==> config.mk <==
export PLATFORM = sky130hd
export DESIGN_NAME = dsf_device_flat
export DESIGN_NICKNAME = d
export VERILOG_FILES = /design/src/core/dsf_pkg.sv /design/src/core/dsf_if.sv /design/src/core/dsf_device.sv /design/src/flat_wrapper.sv
export VERILOG_INCLUDE_DIRS = /design/src /design/src/core
export SDC_FILE = /design/constraint.sdc
export NUM_CORES = 1
export LEC_CHECK = 0
export BUFFER_PORTS_ARGS = -buffer_cell sky130_fd_sc_hd__buf_2
export CAP_MARGIN = 10
export CORE_MARGIN = 1.5
export CORE_UTILIZATION = 59
export DETAILED_ROUTE_END_ITERATION = 8
export PLACE_DENSITY_LB_ADDON = 0.15
export REMOVE_ABC_BUFFERS = 1
export SYNTH_ARGS = -nofsm -noshare
export SYNTH_HDL_FRONTEND = slang
export SYNTH_SLANG_ARGS = --single-unit
==> constraint.sdc <==
create_clock -name clk -period 2.4 [get_ports clk]
set_input_delay 0 -clock clk [delete_from_list [all_inputs] [get_ports clk]]
set_output_delay 0 -clock clk [all_outputs]
set_load 0.05 [all_outputs]
==> src/core/dsf_regs.svh <==
// Constants for the disk status and track-format block.
// Included by the package and both ends; definitions only.
`ifndef DSF_REGS_SVH
`define DSF_REGS_SVH

// Status bit positions, positioning layout
`define DSF_BIT_NOT_READY   3'd7
`define DSF_BIT_PROTECT     3'd6
`define DSF_BIT_HEAD_LOADED 3'd5
`define DSF_BIT_SEEK_ERR    3'd4
`define DSF_BIT_CRC_ERR     3'd3
`define DSF_BIT_TRACK_ZERO  3'd2
`define DSF_BIT_INDEX       3'd1
`define DSF_BIT_BUSY        3'd0
// Status bit positions, transfer layout; status reset value
`define DSF_BIT_REC_TYPE    3'd5
`define DSF_BIT_WRITE_FAULT 3'd5
`define DSF_BIT_NOT_FOUND   3'd4
`define DSF_BIT_LOST_DATA   3'd2
`define DSF_BIT_REQUEST     3'd1
`define DSF_STATUS_RESET    8'h00
// Format control byte values and CRC settings
`define DSF_MARK_LOW        8'hf5
`define DSF_MARK_HIGH       8'hfe
`define DSF_CRC_CODE        8'hf7
`define DSF_FILL_BYTE       8'hff
`define DSF_ZERO_BYTE       8'h00
`define DSF_CRC_INIT        16'hffff
`define DSF_CRC_POLY        16'h1021
// Byte slot time on the drive side, 32 us per FM byte, 3200 cycles at 100 MHz
`define DSF_BYTE_TIME_NS    32000
`define DSF_BYTE_CYCLES     ((`DSF_BYTE_TIME_NS + 9) / 10)
// Bytes per track written before the closing index is awaited
`define DSF_TRACK_BYTES     16'd3125
`endif

==> src/core/dsf_pkg.sv <==
// Types shared by both ends of the status/format block.
// Needs dsf_regs.svh on the include path.
`include "dsf_regs.svh"
package dsf_pkg;
  // Command class that selects the status layout
  typedef enum logic [2:0] {
    DSF_CMD_POSITION   = 3'h0,
    DSF_CMD_READ_SEC   = 3'h1,
    DSF_CMD_WRITE_SEC  = 3'h2,
    DSF_CMD_READ_ADDR  = 3'h3,
    DSF_CMD_READ_TRK   = 3'h4,
    DSF_CMD_WRITE_TRK  = 3'h5,
    DSF_CMD_ABORT      = 3'h6
  } dsf_cmd_t;

  // Write-track sequencer states
  typedef enum logic [3:0] {
    DSF_WT_IDLE  = 4'b0001,
    DSF_WT_WAIT  = 4'b0010,
    DSF_WT_BYTE  = 4'b0100,
    DSF_WT_CRC2  = 4'b1000
  } dsf_wt_state_t;
endpackage

==> src/core/dsf_if.sv <==
// Interface joining the host end and the device end.
// Single clock; testbench ties clk, arst_n and clk_en.
`timescale 1ns/1ps
interface dsf_if
  import dsf_pkg::*;
(
  input wire logic clk,
  input wire logic arst_n,
  input wire logic clk_en
);
  logic       cmd_start;             // One-cycle command strobe
  dsf_cmd_t   cmd_kind;              // Command class with strobe
  logic [3:0] abort_cond;            // Abort condition bits
  logic       status_read;           // One-cycle status read strobe
  logic [7:0] disk_status_word;      // Status word
  logic       data_write;            // One-cycle data byte strobe
  logic [7:0] data_byte;             // Data byte with strobe
  logic       byte_transfer_request; // Byte wanted
  logic       interrupt_request_out; // Interrupt level

  modport device (
    input  clk, arst_n, clk_en, cmd_start, cmd_kind, abort_cond, status_read,
           data_write, data_byte,
    output disk_status_word, byte_transfer_request, interrupt_request_out
  );
  modport host (
    input  clk, arst_n, clk_en, disk_status_word, byte_transfer_request,
           interrupt_request_out,
    output cmd_start, cmd_kind, abort_cond, status_read, data_write, data_byte
  );
endinterface // dsf_if

==> src/core/dsf_device.sv <==
// Overview of operation
// - Non-abort start sets busy, refreshes other bits
// - Abort while busy clears busy and request only
// - Idle abort refreshes into positioning layout
// - Positioning layout: nrdy,wp,hl,seek,crc,tr0,idx,busy
// - Transfer layout: nrdy,lost,request,busy; errors per kind
// - Bits 6 and 5 depend on transfer kind
// - Not-ready bit follows drive ready
// - Protect bit set while protect sense low
// - Head loaded needs head load and engaged
// - Track-zero bit set while sense low
// - Index bit set while index sense low
// - Seek, not-found, CRC errors set, cleared on refresh
// - Lost data on missed request, cleared on refresh
// - Request bit shows pending request; write-track start sets it, other refresh clears
// - Host positions head, then feeds track bytes
// - Bytes F5 to FE are marks or CRC codes
// - Byte F7 writes two generated CRC bytes
// - Host layout: 128 or 256 byte sectors, 26
// - Host sends FF until sequence ends
// - Host custom sector sizes 128 to 1024
// - Host ID-to-data gap counts exact
// - Host minimum gap fills respected
// - Status read or command clears interrupt request; immediate interrupt held until abort with no condition
//
// Device end: status word and write-track formatter.
// Drive pins are synchronous to clk; error events come from the sequencers.
`timescale 1ns/1ps
`include "dsf_regs.svh"
module dsf_device
  import dsf_pkg::*;
(
  dsf_if.device     bus,
  input  wire logic drive_ready,
  input  wire logic protect_sense_n,
  input  wire logic outer_track_sense_n,
  input  wire logic index_sense_n,
  input  wire logic head_engaged_in,
  input  wire logic write_fault_in,
  input  wire logic seek_fail,
  input  wire logic sector_not_found,
  input  wire logic crc_fail,
  input  wire logic deleted_mark,
  input  wire logic cmd_done,
  output logic      head_load_out,
  output logic      write_gate,
  output logic [7:0] write_byte,
  output logic      write_strobe,
  output logic      address_marker
);
  logic           clk;
  logic           arst_n;
  logic           en;
  logic           busy;
  dsf_cmd_t       layout;
  logic           err_seek;
  logic           err_nf;
  logic           err_crc;
  logic           lost;
  logic           rec_type;
  logic           fault;
  logic           req;
  logic           imm_irq;
  logic           irq;
  logic           refresh;
  logic           abort_busy;
  logic           byte_tick;
  logic [15:0]    tick_cnt;
  logic [15:0]    byte_cnt;
  logic [15:0]    crc;
  logic [7:0]     held;
  logic           held_ok;
  logic           index_prev;
  logic           index_edge;
  logic           wt_end;
  logic [7:0]     next_out;
  dsf_wt_state_t  wt_state;
  logic [7:0]     sw;

  assign clk    = bus.clk;
  assign arst_n = bus.arst_n;
  assign en     = bus.clk_en;

  // Command start classification
  assign refresh    = bus.cmd_start &&
                      (bus.cmd_kind != DSF_CMD_ABORT || !busy);
  assign abort_busy = bus.cmd_start && bus.cmd_kind == DSF_CMD_ABORT && busy;
  assign index_edge = !index_sense_n && index_prev;

  // Busy bit and active layout
  always_ff @(posedge clk or negedge arst_n) begin
    if (!arst_n) begin
      busy   <= 1'b0;
      layout <= DSF_CMD_POSITION;
    end else if (en) begin
      if (abort_busy) begin
        busy <= 1'b0;
      end else if (refresh && bus.cmd_kind == DSF_CMD_ABORT) begin
        layout <= DSF_CMD_POSITION;
      end else if (refresh) begin
        busy   <= 1'b1;
        layout <= bus.cmd_kind;
      end else if (cmd_done || wt_end) begin
        busy <= 1'b0;
      end
    end
  end

  // Sticky error bits; event beats refresh
  always_ff @(posedge clk or negedge arst_n) begin
    if (!arst_n) begin
      err_seek <= 1'b0;
      err_nf   <= 1'b0;
      err_crc  <= 1'b0;
      rec_type <= 1'b0;
      fault    <= 1'b0;
    end else if (en) begin
      err_seek <= (seek_fail && busy) || (err_seek && !refresh);
      err_nf   <= (sector_not_found && busy) || (err_nf && !refresh);
      err_crc  <= (crc_fail && busy) || (err_crc && !refresh);
      rec_type <= (deleted_mark && busy) || (rec_type && !refresh);
      fault    <= (write_fault_in && busy) || (fault && !refresh);
    end
  end

  // Data request and lost-data tracking
  always_ff @(posedge clk or negedge arst_n) begin
    if (!arst_n) begin
      req  <= 1'b0;
      lost <= 1'b0;
    end else if (en) begin
      if (refresh && bus.cmd_kind == DSF_CMD_WRITE_TRK) begin
        req <= 1'b1;
      end else if (refresh || abort_busy || wt_end) begin
        req <= 1'b0;
      end else if (bus.data_write) begin
        req <= 1'b0;
      end else if (byte_tick && wt_state == DSF_WT_BYTE) begin
        req <= 1'b1;
      end
      lost <= (byte_tick && wt_state == DSF_WT_BYTE && !held_ok)
              || (lost && !refresh);
    end
  end

  // Interrupt: set at end or immediate abort; cleared by read or command, immediate one by abort with no condition
  always_ff @(posedge clk or negedge arst_n) begin
    if (!arst_n) begin
      irq     <= 1'b0;
      imm_irq <= 1'b0;
    end else if (en) begin
      if (bus.cmd_start && bus.cmd_kind == DSF_CMD_ABORT) begin
        // Only an abort with no condition drops a pending immediate interrupt
        imm_irq <= (bus.abort_cond != 4'h0) && (imm_irq || bus.abort_cond[3]);
        irq     <= (bus.abort_cond != 4'h0) && (imm_irq || bus.abort_cond[3]);
      end else if (cmd_done || wt_end) begin
        irq <= 1'b1;
      end else if ((bus.status_read || bus.cmd_start) && !imm_irq) begin
        irq <= 1'b0;
      end
    end
  end

  // Byte slot timer
  always_ff @(posedge clk or negedge arst_n) begin
    if (!arst_n) begin
      tick_cnt   <= 16'h0000;
      index_prev <= 1'b1;
    end else if (en) begin
      index_prev <= index_sense_n;
      tick_cnt   <= byte_tick ? 16'h0000 : tick_cnt + 16'h0001;
    end
  end
  assign byte_tick = tick_cnt == 16'(`DSF_BYTE_CYCLES - 1);

  // Holding register for host byte
  always_ff @(posedge clk or negedge arst_n) begin
    if (!arst_n) begin
      held    <= `DSF_ZERO_BYTE;
      held_ok <= 1'b0;
    end else if (en) begin
      if (bus.data_write) begin
        held    <= bus.data_byte;
        held_ok <= 1'b1;
      end else if (byte_tick && wt_state == DSF_WT_BYTE) begin
        held_ok <= 1'b0;
      end
    end
  end

  // Translate held byte: marks, CRC code or plain data
  always_comb begin
    next_out = held_ok ? held : `DSF_ZERO_BYTE;
    if (held_ok && held == `DSF_CRC_CODE) begin
      next_out = crc[15:8];
    end
  end

  // Write-track sequencer
  always_ff @(posedge clk or negedge arst_n) begin
    if (!arst_n) begin
      wt_state       <= DSF_WT_IDLE;
      byte_cnt       <= 16'h0000;
      crc            <= `DSF_CRC_INIT;
      write_byte     <= `DSF_FILL_BYTE;
      write_strobe   <= 1'b0;
      write_gate     <= 1'b0;
      address_marker <= 1'b0;
      wt_end         <= 1'b0;
    end else if (en) begin
      write_strobe <= 1'b0;
      wt_end       <= 1'b0;
      unique case (wt_state)
        DSF_WT_IDLE: begin
          if (refresh && bus.cmd_kind == DSF_CMD_WRITE_TRK) begin
            wt_state <= DSF_WT_WAIT;
          end
        end
        DSF_WT_WAIT: begin
          if (abort_busy) begin
            wt_state <= DSF_WT_IDLE;
          end else if (index_edge) begin
            byte_cnt   <= 16'h0000;
            wt_state   <= held_ok ? DSF_WT_BYTE : DSF_WT_IDLE;
            wt_end     <= !held_ok;
            write_gate <= held_ok && !protect_sense_n ? 1'b0 : held_ok;
          end
        end
        DSF_WT_BYTE: begin
          if (abort_busy || (index_edge && byte_cnt >= `DSF_TRACK_BYTES)) begin
            wt_state   <= DSF_WT_IDLE;
            write_gate <= 1'b0;
            wt_end     <= !abort_busy;
          end else if (byte_tick) begin
            write_byte     <= next_out;
            write_strobe   <= 1'b1;
            byte_cnt       <= byte_cnt + 16'h0001;
            address_marker <= held_ok && held >= `DSF_MARK_LOW
                              && held <= `DSF_MARK_HIGH && held != `DSF_CRC_CODE;
            if (held_ok && held == `DSF_CRC_CODE) begin
              wt_state <= DSF_WT_CRC2;
            end else if (held_ok && held >= `DSF_MARK_LOW && held <= `DSF_MARK_HIGH) begin
              crc <= `DSF_CRC_INIT;
            end else begin
              crc <= crc_step(crc, next_out);
            end
          end
        end
        DSF_WT_CRC2: begin
          if (abort_busy) begin
            wt_state   <= DSF_WT_IDLE;
            write_gate <= 1'b0;
          end else if (byte_tick) begin
            write_byte     <= crc[7:0];
            write_strobe   <= 1'b1;
            address_marker <= 1'b0;
            byte_cnt       <= byte_cnt + 16'h0001;
            crc            <= `DSF_CRC_INIT;
            wt_state       <= DSF_WT_BYTE;
          end
        end
      endcase
    end
  end

  // CRC-CCITT over one byte
  function automatic logic [15:0] crc_step(input logic [15:0] c, input logic [7:0] d);
    logic [15:0] r;
    r = c;
    for (int i = 7; i >= 0; i--) begin
      r = (r[15] ^ d[i]) ? ((r << 1) ^ `DSF_CRC_POLY) : (r << 1);
    end
    return r;
  endfunction

  // Status word by active layout; drive bits are live
  always_comb begin
    sw = `DSF_STATUS_RESET;
    sw[`DSF_BIT_NOT_READY] = !drive_ready;
    sw[`DSF_BIT_BUSY]      = busy;
    unique case (layout)
      DSF_CMD_POSITION, DSF_CMD_ABORT: begin
        sw[`DSF_BIT_PROTECT]     = !protect_sense_n;
        sw[`DSF_BIT_HEAD_LOADED] = head_load_out && head_engaged_in;
        sw[`DSF_BIT_SEEK_ERR]    = err_seek;
        sw[`DSF_BIT_CRC_ERR]     = err_crc;
        sw[`DSF_BIT_TRACK_ZERO]  = !outer_track_sense_n;
        sw[`DSF_BIT_INDEX]       = !index_sense_n;
      end
      default: begin
        sw[`DSF_BIT_LOST_DATA] = lost;
        sw[`DSF_BIT_REQUEST]   = req;
        if (layout != DSF_CMD_READ_TRK && layout != DSF_CMD_WRITE_TRK) begin
          sw[`DSF_BIT_NOT_FOUND] = err_nf;
          sw[`DSF_BIT_CRC_ERR]   = err_crc;
        end
        if (layout == DSF_CMD_READ_SEC) begin
          sw[`DSF_BIT_REC_TYPE] = rec_type;
        end
        if (layout == DSF_CMD_WRITE_SEC || layout == DSF_CMD_WRITE_TRK) begin
          sw[`DSF_BIT_PROTECT]     = !protect_sense_n;
          sw[`DSF_BIT_WRITE_FAULT] = fault;
        end
      end
    endcase
  end

  // Head load follows busy; registered status output
  always_ff @(posedge clk or negedge arst_n) begin
    if (!arst_n) begin
      head_load_out        <= 1'b0;
      bus.disk_status_word <= `DSF_STATUS_RESET;
    end else if (en) begin
      head_load_out        <= busy;
      bus.disk_status_word <= sw;
    end
  end

  assign bus.byte_transfer_request = req;
  assign bus.interrupt_request_out = irq;
endmodule // dsf_device

==> src/flat_wrapper.sv <==
// flat-port wrapper written by rule: the top's interface ports become plain ports
module dsf_device_flat import dsf_pkg::*;
  (drive_ready, protect_sense_n, outer_track_sense_n, index_sense_n, head_engaged_in, write_fault_in, seek_fail, sector_not_found, crc_fail, deleted_mark, cmd_done, head_load_out, write_gate, write_byte, write_strobe, address_marker, clk, arst_n, clk_en, bus_cmd_start, bus_cmd_kind, bus_abort_cond, bus_status_read, bus_data_write, bus_data_byte, bus_disk_status_word, bus_byte_transfer_request, bus_interrupt_request_out);
  dsf_if bus_i (.clk(clk), .arst_n(arst_n), .clk_en(clk_en));
  input  wire logic drive_ready;
  input  wire logic protect_sense_n;
  input  wire logic outer_track_sense_n;
  input  wire logic index_sense_n;
  input  wire logic head_engaged_in;
  input  wire logic write_fault_in;
  input  wire logic seek_fail;
  input  wire logic sector_not_found;
  input  wire logic crc_fail;
  input  wire logic deleted_mark;
  input  wire logic cmd_done;
  output logic head_load_out;
  output logic write_gate;
  output logic [7:0] write_byte;
  output logic write_strobe;
  output logic address_marker;
  input wire logic clk;
  input wire logic arst_n;
  input wire logic clk_en;
  input wire logic [$bits(bus_i.cmd_start)-1:0] bus_cmd_start;
  input wire logic [$bits(bus_i.cmd_kind)-1:0] bus_cmd_kind;
  input wire logic [$bits(bus_i.abort_cond)-1:0] bus_abort_cond;
  input wire logic [$bits(bus_i.status_read)-1:0] bus_status_read;
  input wire logic [$bits(bus_i.data_write)-1:0] bus_data_write;
  input wire logic [$bits(bus_i.data_byte)-1:0] bus_data_byte;
  output wire logic [$bits(bus_i.disk_status_word)-1:0] bus_disk_status_word;
  output wire logic [$bits(bus_i.byte_transfer_request)-1:0] bus_byte_transfer_request;
  output wire logic [$bits(bus_i.interrupt_request_out)-1:0] bus_interrupt_request_out;
  assign bus_i.cmd_start = bus_cmd_start;
  assign bus_i.cmd_kind = bus_cmd_kind;
  assign bus_i.abort_cond = bus_abort_cond;
  assign bus_i.status_read = bus_status_read;
  assign bus_i.data_write = bus_data_write;
  assign bus_i.data_byte = bus_data_byte;
  assign bus_disk_status_word = bus_i.disk_status_word;
  assign bus_byte_transfer_request = bus_i.byte_transfer_request;
  assign bus_interrupt_request_out = bus_i.interrupt_request_out;
  dsf_device u_core (.bus(bus_i), .drive_ready(drive_ready), .protect_sense_n(protect_sense_n), .outer_track_sense_n(outer_track_sense_n), .index_sense_n(index_sense_n), .head_engaged_in(head_engaged_in), .write_fault_in(write_fault_in), .seek_fail(seek_fail), .sector_not_found(sector_not_found), .crc_fail(crc_fail), .deleted_mark(deleted_mark), .cmd_done(cmd_done), .head_load_out(head_load_out), .write_gate(write_gate), .write_byte(write_byte), .write_strobe(write_strobe), .address_marker(address_marker));
endmodule
==> results.txt, run 1 <==
The run gives 95 as the total clock sinks. The instance area after placement is 5590 µm², and the final period utilization is 0.944. Measured along the x axis, the die boundary spans 96.3 µm. The total power consumption of the routed design is 4.11 mW, and the cell area after synthesis is 5130 µm². The power per cell area was 676 nW/µm²; the count of flip-flops with a built-in enable after synthesis was 0. Data arrives at the worst endpoint at 2520 ps. Setup repair after global routing left no endpoint under its margin.

The number of nets at the end of the flow is 652, and the number of instances on the worst hold path is 3. The transition at the pin with the smallest max-transition slack is 545 ps, and the number of global-route vias before repair is 4293. sky130_fd_sc_hd__dfrtp_1 takes more of the synthesized area than any other cell. The filler cells instantiated in the layout total 600. TritonCTS built the clock tree. For this run, the detailed router's first-pass iteration total came to 6. Routability-driven placement finished with a final weighted congestion of 0.865. The flow ran to the end, and the final reports show no timing, DRC or antenna violations. The startpoint identified for the worst hold timing path is clk_en.

Of all nets on the critical path, the largest fanout is 21. Across all hold checks on the routed design, the worst slack comes to 30.2 ps. After detailed routing, the met2 layer carries 5810 µm of wire.

The detail route stage leaves a number of antenna-violating nets equal to 0. After routing the design area is 6070 µm². The routed layout has 4377 vias. Post-CTS timing repair inserted 0 buffers for setup. During synthesis, Yosys emitted a total of 0 warnings. The run gives 0 as the count of endpoints failing hold in the final timing report. Most repeated cell in the gate-level netlist after synthesis: sky130_fd_sc_hd__dfrtp_1.

Area enclosed by the die boundary: 9270 µm². Measured in cells, the most critical reg-to-reg path has a length of 6. Post-detailed-routing wire length: 11900 µm. The first global-routing pass estimated 20100 µm of wire. The clock passes through at most 2 buffers.

The clock skew was 19.4 ps. Detailed routing placed a total of 611 µm of wire on met3. The run gives 5230 µm as the length of routed wiring on met1. The clock reaches the later pin of the worst-skew pair after 370 ps.

The ratio of routed vias to standard cells works out to 6.03. After layout, the minimum clock period comes to 2260 ps. The pre-CTS setup slack came out at 152 ps. The clock transition at the registers of the reported paths works out to 110 ps. The tools report the total congestion overflow after global routing as 0.

The run gives 140 ps as the worst setup slack for register-to-register paths. The worst register-to-register path begins at u_core.byte_cnt[9]. In the final layout, flip-flops and latches occupy 2410 µm². The logs give 0.634 for the worst relative slew slack and 0.615 for the starting density of the core. The floorplan step set the die height to 96.3 µm.

STA classifies the critical path startpoint as a flip-flop. IR analysis of the VDD net gives a maximum drop of 0.411 mV. Synthesis inferred 95 register bits. 54 I/O pins were placed.

The critical path in this run is classified as reg -> reg. The multi-input combinational cell area was 2570 µm²; the half-perimeter wire length of the detailed placement result was 8350 µm. Setup violations remaining at the end of the flow were counted as 0. The worst min-delay path category is in -> reg. Across the run, the number of max-cap violations was 0. The number of buffers added by the clock tree synthesis step came out at 9. The clock tree synthesis step divided the H-tree into 3 levels. The layout cell share with drive strength beyond 1 came out at 0.240. For the worst setup path, the data required time is 2650 ps. Sorting the synthesized cells by how often they occur yields 69 x sky130_fd_sc_hd__dfrtp_1, 51 x sky130_fd_sc_hd__nand2_1, 48 x sky130_fd_sc_hd__a21oi_1.

The aggregate global-route resource usage came out at 0.285. By area the synthesized netlist is led by sky130_fd_sc_hd__dfrtp_1 34%, sky130_fd_sc_hd__dfstp_2 13%, sky130_fd_sc_hd__a21oi_1 4.7%, sky130_fd_sc_hd__mux2_2 4.2%, sky130_fd_sc_hd__nand2_1 3.7%. In this run the worst setup path begins at u_core.byte_cnt[9]. Based on the critical path, the design can be clocked at up to 442 MHz. For this run, the leading register cell type out of synthesis is sky130_fd_sc_hd__dfrtp_1.

In this run the tool buffered the top-level ports with 53 buffer cells. The area growth from synthesis to layout is 18.4%. The worst hold path terminates at u_core.bus.disk_status_word[4].

The logs give 0 for the number of antenna cells inserted and 0.470 for the proportion of synthesized chip area in sequential cells. The final core area utilization is 0.728, and the max-slew violation count is 0. The tools report the endpoint kind of the worst setup timing path as a flip-flop. The core area was 8340 µm²; the fraction of synthesis flops using an asynchronous set or reset pin was 1.00. The pin count of the biggest net entering global routing is 43. In the final routed layout, each cell accounts on average for 16.4 µm. Each instance of the synthesized netlist takes up on average 9.59 µm².

The top layer used by detailed routing is met4. In the routed design, unresolved DRC markers number 0. Across all setup checks in the final design, the least slack found is 135 ps. After synthesis, the netlist uses 59 different library cells. The initial DRC count is 247, and the cell count after synthesis is 535. Row generation in the floorplan step produced 33 rows. The initial antenna violation count was 0; the leakage power of the design was 2.69 nW. The portion of synthesized cell area occupied by the leading cell type works out to 0.336. The buffer type at the clock tree root was sky130_fd_sc_hd__clkbuf_8.

The worst register-to-register path ends at u_core.address_marker.
timing repair:
item,4_1_cts,5_1_grt
hold buffers,25,0
gates resized for setup,0,5
hold endpoints to repair,65,0
setup endpoints to repair,0,17
worst max-delay path, cell delays in order (launching register included):
cell	delay (ps)
sky130_fd_sc_hd__dfrtp_1	450
sky130_fd_sc_hd__nor4_1	420
sky130_fd_sc_hd__o311ai_2	200
sky130_fd_sc_hd__and3_2	280
sky130_fd_sc_hd__nor3b_4	260
sky130_fd_sc_hd__buf_12	200
sky130_fd_sc_hd__mux2_2	340
placed cells by master (no fill, tap or decap), types with 2 or more instances in the layout:
master and n:
sky130_fd_sc_hd__a21boi_1 3, sky130_fd_sc_hd__a21o_1 6, sky130_fd_sc_hd__a21oi_1 48, sky130_fd_sc_hd__a22o_1 9
sky130_fd_sc_hd__a31oi_1 6, sky130_fd_sc_hd__and2_1 7, sky130_fd_sc_hd__and3_1 7, sky130_fd_sc_hd__and4_1 3
sky130_fd_sc_hd__buf_12 2, sky130_fd_sc_hd__buf_2 52, sky130_fd_sc_hd__buf_4 20, sky130_fd_sc_hd__clkbuf_8 9
sky130_fd_sc_hd__dfrtp_1 69, sky130_fd_sc_hd__dfstp_2 26, sky130_fd_sc_hd__dlygate4sd3_1 25, sky130_fd_sc_hd__ha_1 4
sky130_fd_sc_hd__inv_1 14, sky130_fd_sc_hd__inv_6 3, sky130_fd_sc_hd__inv_8 2, sky130_fd_sc_hd__mux2_2 19
sky130_fd_sc_hd__mux2i_1 9, sky130_fd_sc_hd__nand2_1 51, sky130_fd_sc_hd__nand2b_1 8, sky130_fd_sc_hd__nand3_1 19
sky130_fd_sc_hd__nand4_1 9, sky130_fd_sc_hd__nor2_1 39, sky130_fd_sc_hd__nor2b_1 6, sky130_fd_sc_hd__nor3_1 8
sky130_fd_sc_hd__nor4b_4 2, sky130_fd_sc_hd__o211ai_1 3, sky130_fd_sc_hd__o21a_1 2, sky130_fd_sc_hd__o21ai_0 38
sky130_fd_sc_hd__o2bb2ai_1 2, sky130_fd_sc_hd__o31ai_1 17, sky130_fd_sc_hd__o41ai_1 3, sky130_fd_sc_hd__or2_2 2
sky130_fd_sc_hd__or3_1 3, sky130_fd_sc_hd__or4_1 4, sky130_fd_sc_hd__xnor2_1 21, sky130_fd_sc_hd__xor2_1 12
layout make-up:
class	instances	share of cell area
sequential	95	0.397
tap	105	0.0216
timing repair buffer	99	0.115
inverter	14	0.00865
clock buffer	9	0.0204
clock inverter	7	0.0144
multi-input combinational	397	0.423
state kept, by name (all words and copies together), names as in the netlist:
signal and cells:
u_core.tick_cnt 16, u_core.held_ok 1, u_core.write_byte 8, u_core.busy 1, u_core.write_gate 1, u_core.err_seek 1
u_core.index_prev 1, u_core.byte_cnt 16, u_core.err_crc 1, u_core.crc 16, u_core.rec_type 1, u_core.layout 3
u_core.bus.byte_transfer_request 1, u_core.err_nf 1, u_core.wt_end 1, u_core.held 8, u_core.write_strobe 1, u_core.bus.disk_status_word 8
u_core.wt_state 4, u_core.bus.interrupt_request_out 1, u_core.fault 1, u_core.lost 1, u_core.imm_irq 1, u_core.address_marker 1
per-layer routing:
metal  global-route usage  vias to the layer above
li1                     -                     2085
met2                0.472                      145
met4                0.108                        0
met1                0.369                     2113
met3               0.0537                       34
met5                    0                        -
through the flow:
step,TNS [ps],instances
6_report,0,726
5_1_grt,0,726
4_1_cts,0,726
3_5_place_dp,0,685
3_3_place_gp,0,685
2_1_floorplan,-25030,506
power breakdown:
| part | leakage, nW | internal, mW | switching, mW |
|---|---|---|---|
| clock network | 0.109 | 0.510 | 0.617 |
| registers | 1.16 | 1.74 | 0.165 |
| logic | 1.42 | 0.453 | 0.623 |
| total | 2.69 | 2.70 | 1.40 |
worst max path at each step:
stage          slack [ps]               endpoint  cells past startpoint
2_1_floorplan       -1040  u_core.address_marker                      7
5_1_grt               0.9    u_core.byte_cnt[14]                      6
3_5_place_dp          150  u_core.address_marker                      6
6_report              140  u_core.address_marker                      6
4_1_cts               120  u_core.address_marker                      6
3_3_place_gp          190  u_core.address_marker                      8
cells by family after synthesis:
family,Yosys count,share of synthesized area
simple gates,182,0.187
mux,29,0.0614
buf+inv,43,0.0356
compound gates,149,0.180
flops,95,0.470
xor+xnor,33,0.0563
fa+ha+maj,4,0.00975
Note: power is estimated with default switching activity, not from simulation.
==> run 2, diff against run 1 <==
Settings changed: CORE_UTILIZATION 59 to 55.
==> run 2 against run 1 <==
Against the previous run: combinational power barely moved; flip-flop and latch count did not move; final area rose by 0.43%; clock skew barely moved; count of clock-buffer cells in the layout did not move; final cell count rose by 1.5%; non-clock buffer count rose by 5; critical path type unchanged; largest power group unchanged; highest routed layer unchanged.
==> results.txt, run 2 (synthesis gave the netlist of run 1 again) <==
The quantity of I/O buffers inserted on ports is 53 (unchanged), and the aggregate global-route resource usage is 0.251 (-0.0336). The initial antenna violation count is 0 (unchanged), and the wire length of the first global-routing pass is 20100 µm (-0.27%). Pin count of the biggest net entering global routing: 54 (+26%). The type of the worst setup path was reg -> reg.

The layout cell share with drive strength beyond 1 is 0.240 (-0.000319), and the worst ir drop on vdd is 0.465 mV (+13%). The total of max-cap violations was 0 (unchanged). For the final core area utilization, the log shows 0.667 (-0.0617). The die width came out at 99.6 µm (+3.5%).

For the number of nets at the end of the flow, the log shows 657 (+0.77%). In this run the clock root is driven by a sky130_fd_sc_hd__clkbuf_8. The power per cell area was 663 nW/µm² (-1.9%).

The number of H-tree levels was 3 (unchanged); the insertion delay of the later-clocked pin in the worst-skew pair was 380 ps (about the same). In the final layout, the registers with the most flip-flops are u_core.byte_cnt: 16 flops, u_core.crc: 16 flops, u_core.tick_cnt: 16 flops. The clock transition at the registers of the reported paths was 110 ps (about the same). The tools report the multi-input combinational cell area as 2560 µm² (-0.49%). The run gives 6100 µm² (+0.43%) as the post-route standard cell area excluding fillers. Worst min-delay path category: in -> reg. The number of placement rows is 35 (+6.1%), and the final routed DRC violation total is 0 (unchanged). The tools report the boundary pin count as 54 (unchanged).

Average wire per cell in the routed design: 16.1 µm (-2.1%). The transition at the pin with the smallest max-transition slack was 679 ps (+134 ps); the footprint of the flip-flops and latches was 2410 µm² (unchanged). Leaving out fill and tap cells, the most frequent cell in the layout is sky130_fd_sc_hd__dfrtp_1. The die height works out to 99.6 µm (+3.5%).

For the final count of negative-setup-slack endpoints, the log shows 0 (unchanged). The tools report the pre-CTS setup slack as -45.3 ps (-197 ps). The critical path goes through inv_1, ha_1, nor3b_1, o311ai_1, and3_2, nor2_1, a21oi_1, mux2_2.

The tools report the instance area after placement as 5610 µm² (+0.40%). The run gives 0.889 (+2.8%) as the final estimated routing congestion in global placement. The count of antenna-violating nets left after detailed routing was 0 (unchanged). For the total power consumption of the routed design, the log shows 4.05 mW (-1.5%). Among all stages on the critical path, the largest delay is contributed by sky130_fd_sc_hd__dfrtp_1. The library cells used most frequently in the layout, excluding fill and tap cells, are 69 x sky130_fd_sc_hd__dfrtp_1, 52 x sky130_fd_sc_hd__buf_2, 51 x sky130_fd_sc_hd__nand2_1.

Relative to the synthesized area, the layout overhead comes to 18.9%. Ratio of routed vias to standard cells: 5.88 (-2.5%). The logs give 0.547 (-0.0864) for the worst relative slew slack and 2550 ps (+30 ps) for the critical path data arrival time. The cell family with the largest share of critical-path delay was compound AO/OA/AOI/OAI gates. The required time of the critical path was 2670 ps (+20 ps); the maximum clock frequency was 438 MHz (-0.87%). The logs give 115 ps (-19.9 ps) for the final critical-path setup slack and 0.561 (-0.0546) for the starting density of the core. The number of antenna cells inserted was 0 (unchanged); the initial DRC count was 146 (-41%). The number of global-route vias before repair was 4303 (+0.23%).

TritonCTS built the clock tree. The half-perimeter wire length of the detailed placement result came out at 8230 µm (-1.4%). The worst setup path is captured at a flip-flop. The post-route minimum period works out to 2280 ps (+19.9 ps).

The buffers plus inverters on the worst setup path works out to 1 (unchanged). Count of endpoints failing hold in the final timing report: 0 (unchanged). The tools report the post-route worst hold slack as 44.5 ps (+14.3 ps). The maximum single-stage delay on the critical path works out to 420 ps (-30 ps). Post-detailed-routing wire length: 11900 µm (-0.58%).

Setup repair after global routing could not meet its margin everywhere. The detailed-router iteration count before antenna repair was 4 (-2); the area enclosed by the die boundary was 9920 µm² (+7.0%). The final period utilization was 0.952 (+0.00830); the maximum count of clock buffers along a single path was 2 (unchanged).

The flow ran to the end, and the final reports show no timing, DRC or antenna violations. The clock skew was 19.1 ps (-0.334 ps); the layout filler cell count was 728 (+21%). For the core area, the log shows 9150 µm² (+9.7%).

Count of vias placed by the detailed router: 4331 (-1.1%). The total congestion overflow after global routing was 0 (unchanged). The type of element launching the critical path is a flip-flop. The total clock sinks is 95 (unchanged).

Leakage power of the design: 2.71 nW (+0.42%). The tools report the max-slew violation count as 0 (unchanged). The highest fanout seen on the critical path is 5 (-76%), and the number of buffers added by the clock tree synthesis step is 9 (unchanged).
-- run 2: cell count changes in the layout (fill, tap and decap cells not counted), sizes merged --
cell / change
dlygate4sd3: +3
bufinv: -1
buf: +2
clkinv: +1
-- run 2: report_power, final --
part / internal (mW) / switching, mW / leakage [nW] / total [mW]
clock: 0.413 / 0.644 / 0.101 / 1.06
sequential: 1.74 / 0.162 / 1.16 / 1.90
combinational: 0.470 / 0.616 / 1.44 / 1.09
-- run 2: per-layer routing --
metal | part of all wire | GRT usage | wire length (µm)
met1 | 0.45 | 0.322 | 5400
met2 | 0.49 | 0.434 | 5820
met4 | 0.011 | 0.0899 | 133
met5 | 0 | 0 | 0
met3 | 0.043 | 0.0372 | 510
-- run 2: metrics by stage --
step / TNS (ps) / cells
2_1_floorplan: -25030 / 506
3_3_place_gp: 0 / 693
3_5_place_dp: -285 / 693
4_1_cts: 0 / 737
5_1_grt: -23.3 / 737
6_report: 0 / 737
-- run 2: cell type report --
class | instances | share of cell area
multi-input cells | 397 | 0.419
well taps | 111 | 0.0228
repair buffers | 104 | 0.122
clock inverters | 7 | 0.0121
inverters | 14 | 0.00861
clock buffers | 9 | 0.0203
flip-flops and latches | 95 | 0.395
-- run 2: path summary, 6_finish.rpt --
path,from,to,slack [ps],cells past startpoint
setup / recovery,u_core.byte_cnt[0],u_core.wt_state[2],120,8
hold / removal,bus_cmd_start,u_core.imm_irq,40,3
setup reg to reg,u_core.byte_cnt[0],u_core.wt_state[2],120,8
hold reg to reg,u_core.write_gate,u_core.write_gate,490,1
max in group asynchronous,arst_n,u_core.crc[8],1500,3
min in group asynchronous,arst_n,u_core.bus.disk_status_word[4],200,2
-- run 2: worst min-delay path, stage by stage --
cell and delay (ps):
sky130_fd_sc_hd__buf_2 150, sky130_fd_sc_hd__nand2_1 140, sky130_fd_sc_hd__o31ai_1 90
-- run 2: what timing repair did --
| item | CTS | global route |
|---|---|---|
| gates cloned | 0 | 0 |
| pin swaps | 0 | 0 |
| endpoints found under the setup margin | 16 | 24 |
| setup buffers | 0 | 0 |
| hold buffers | 28 | 0 |
| hold endpoints to repair | 78 | 0 |
| resized for setup | 1 | 3 |
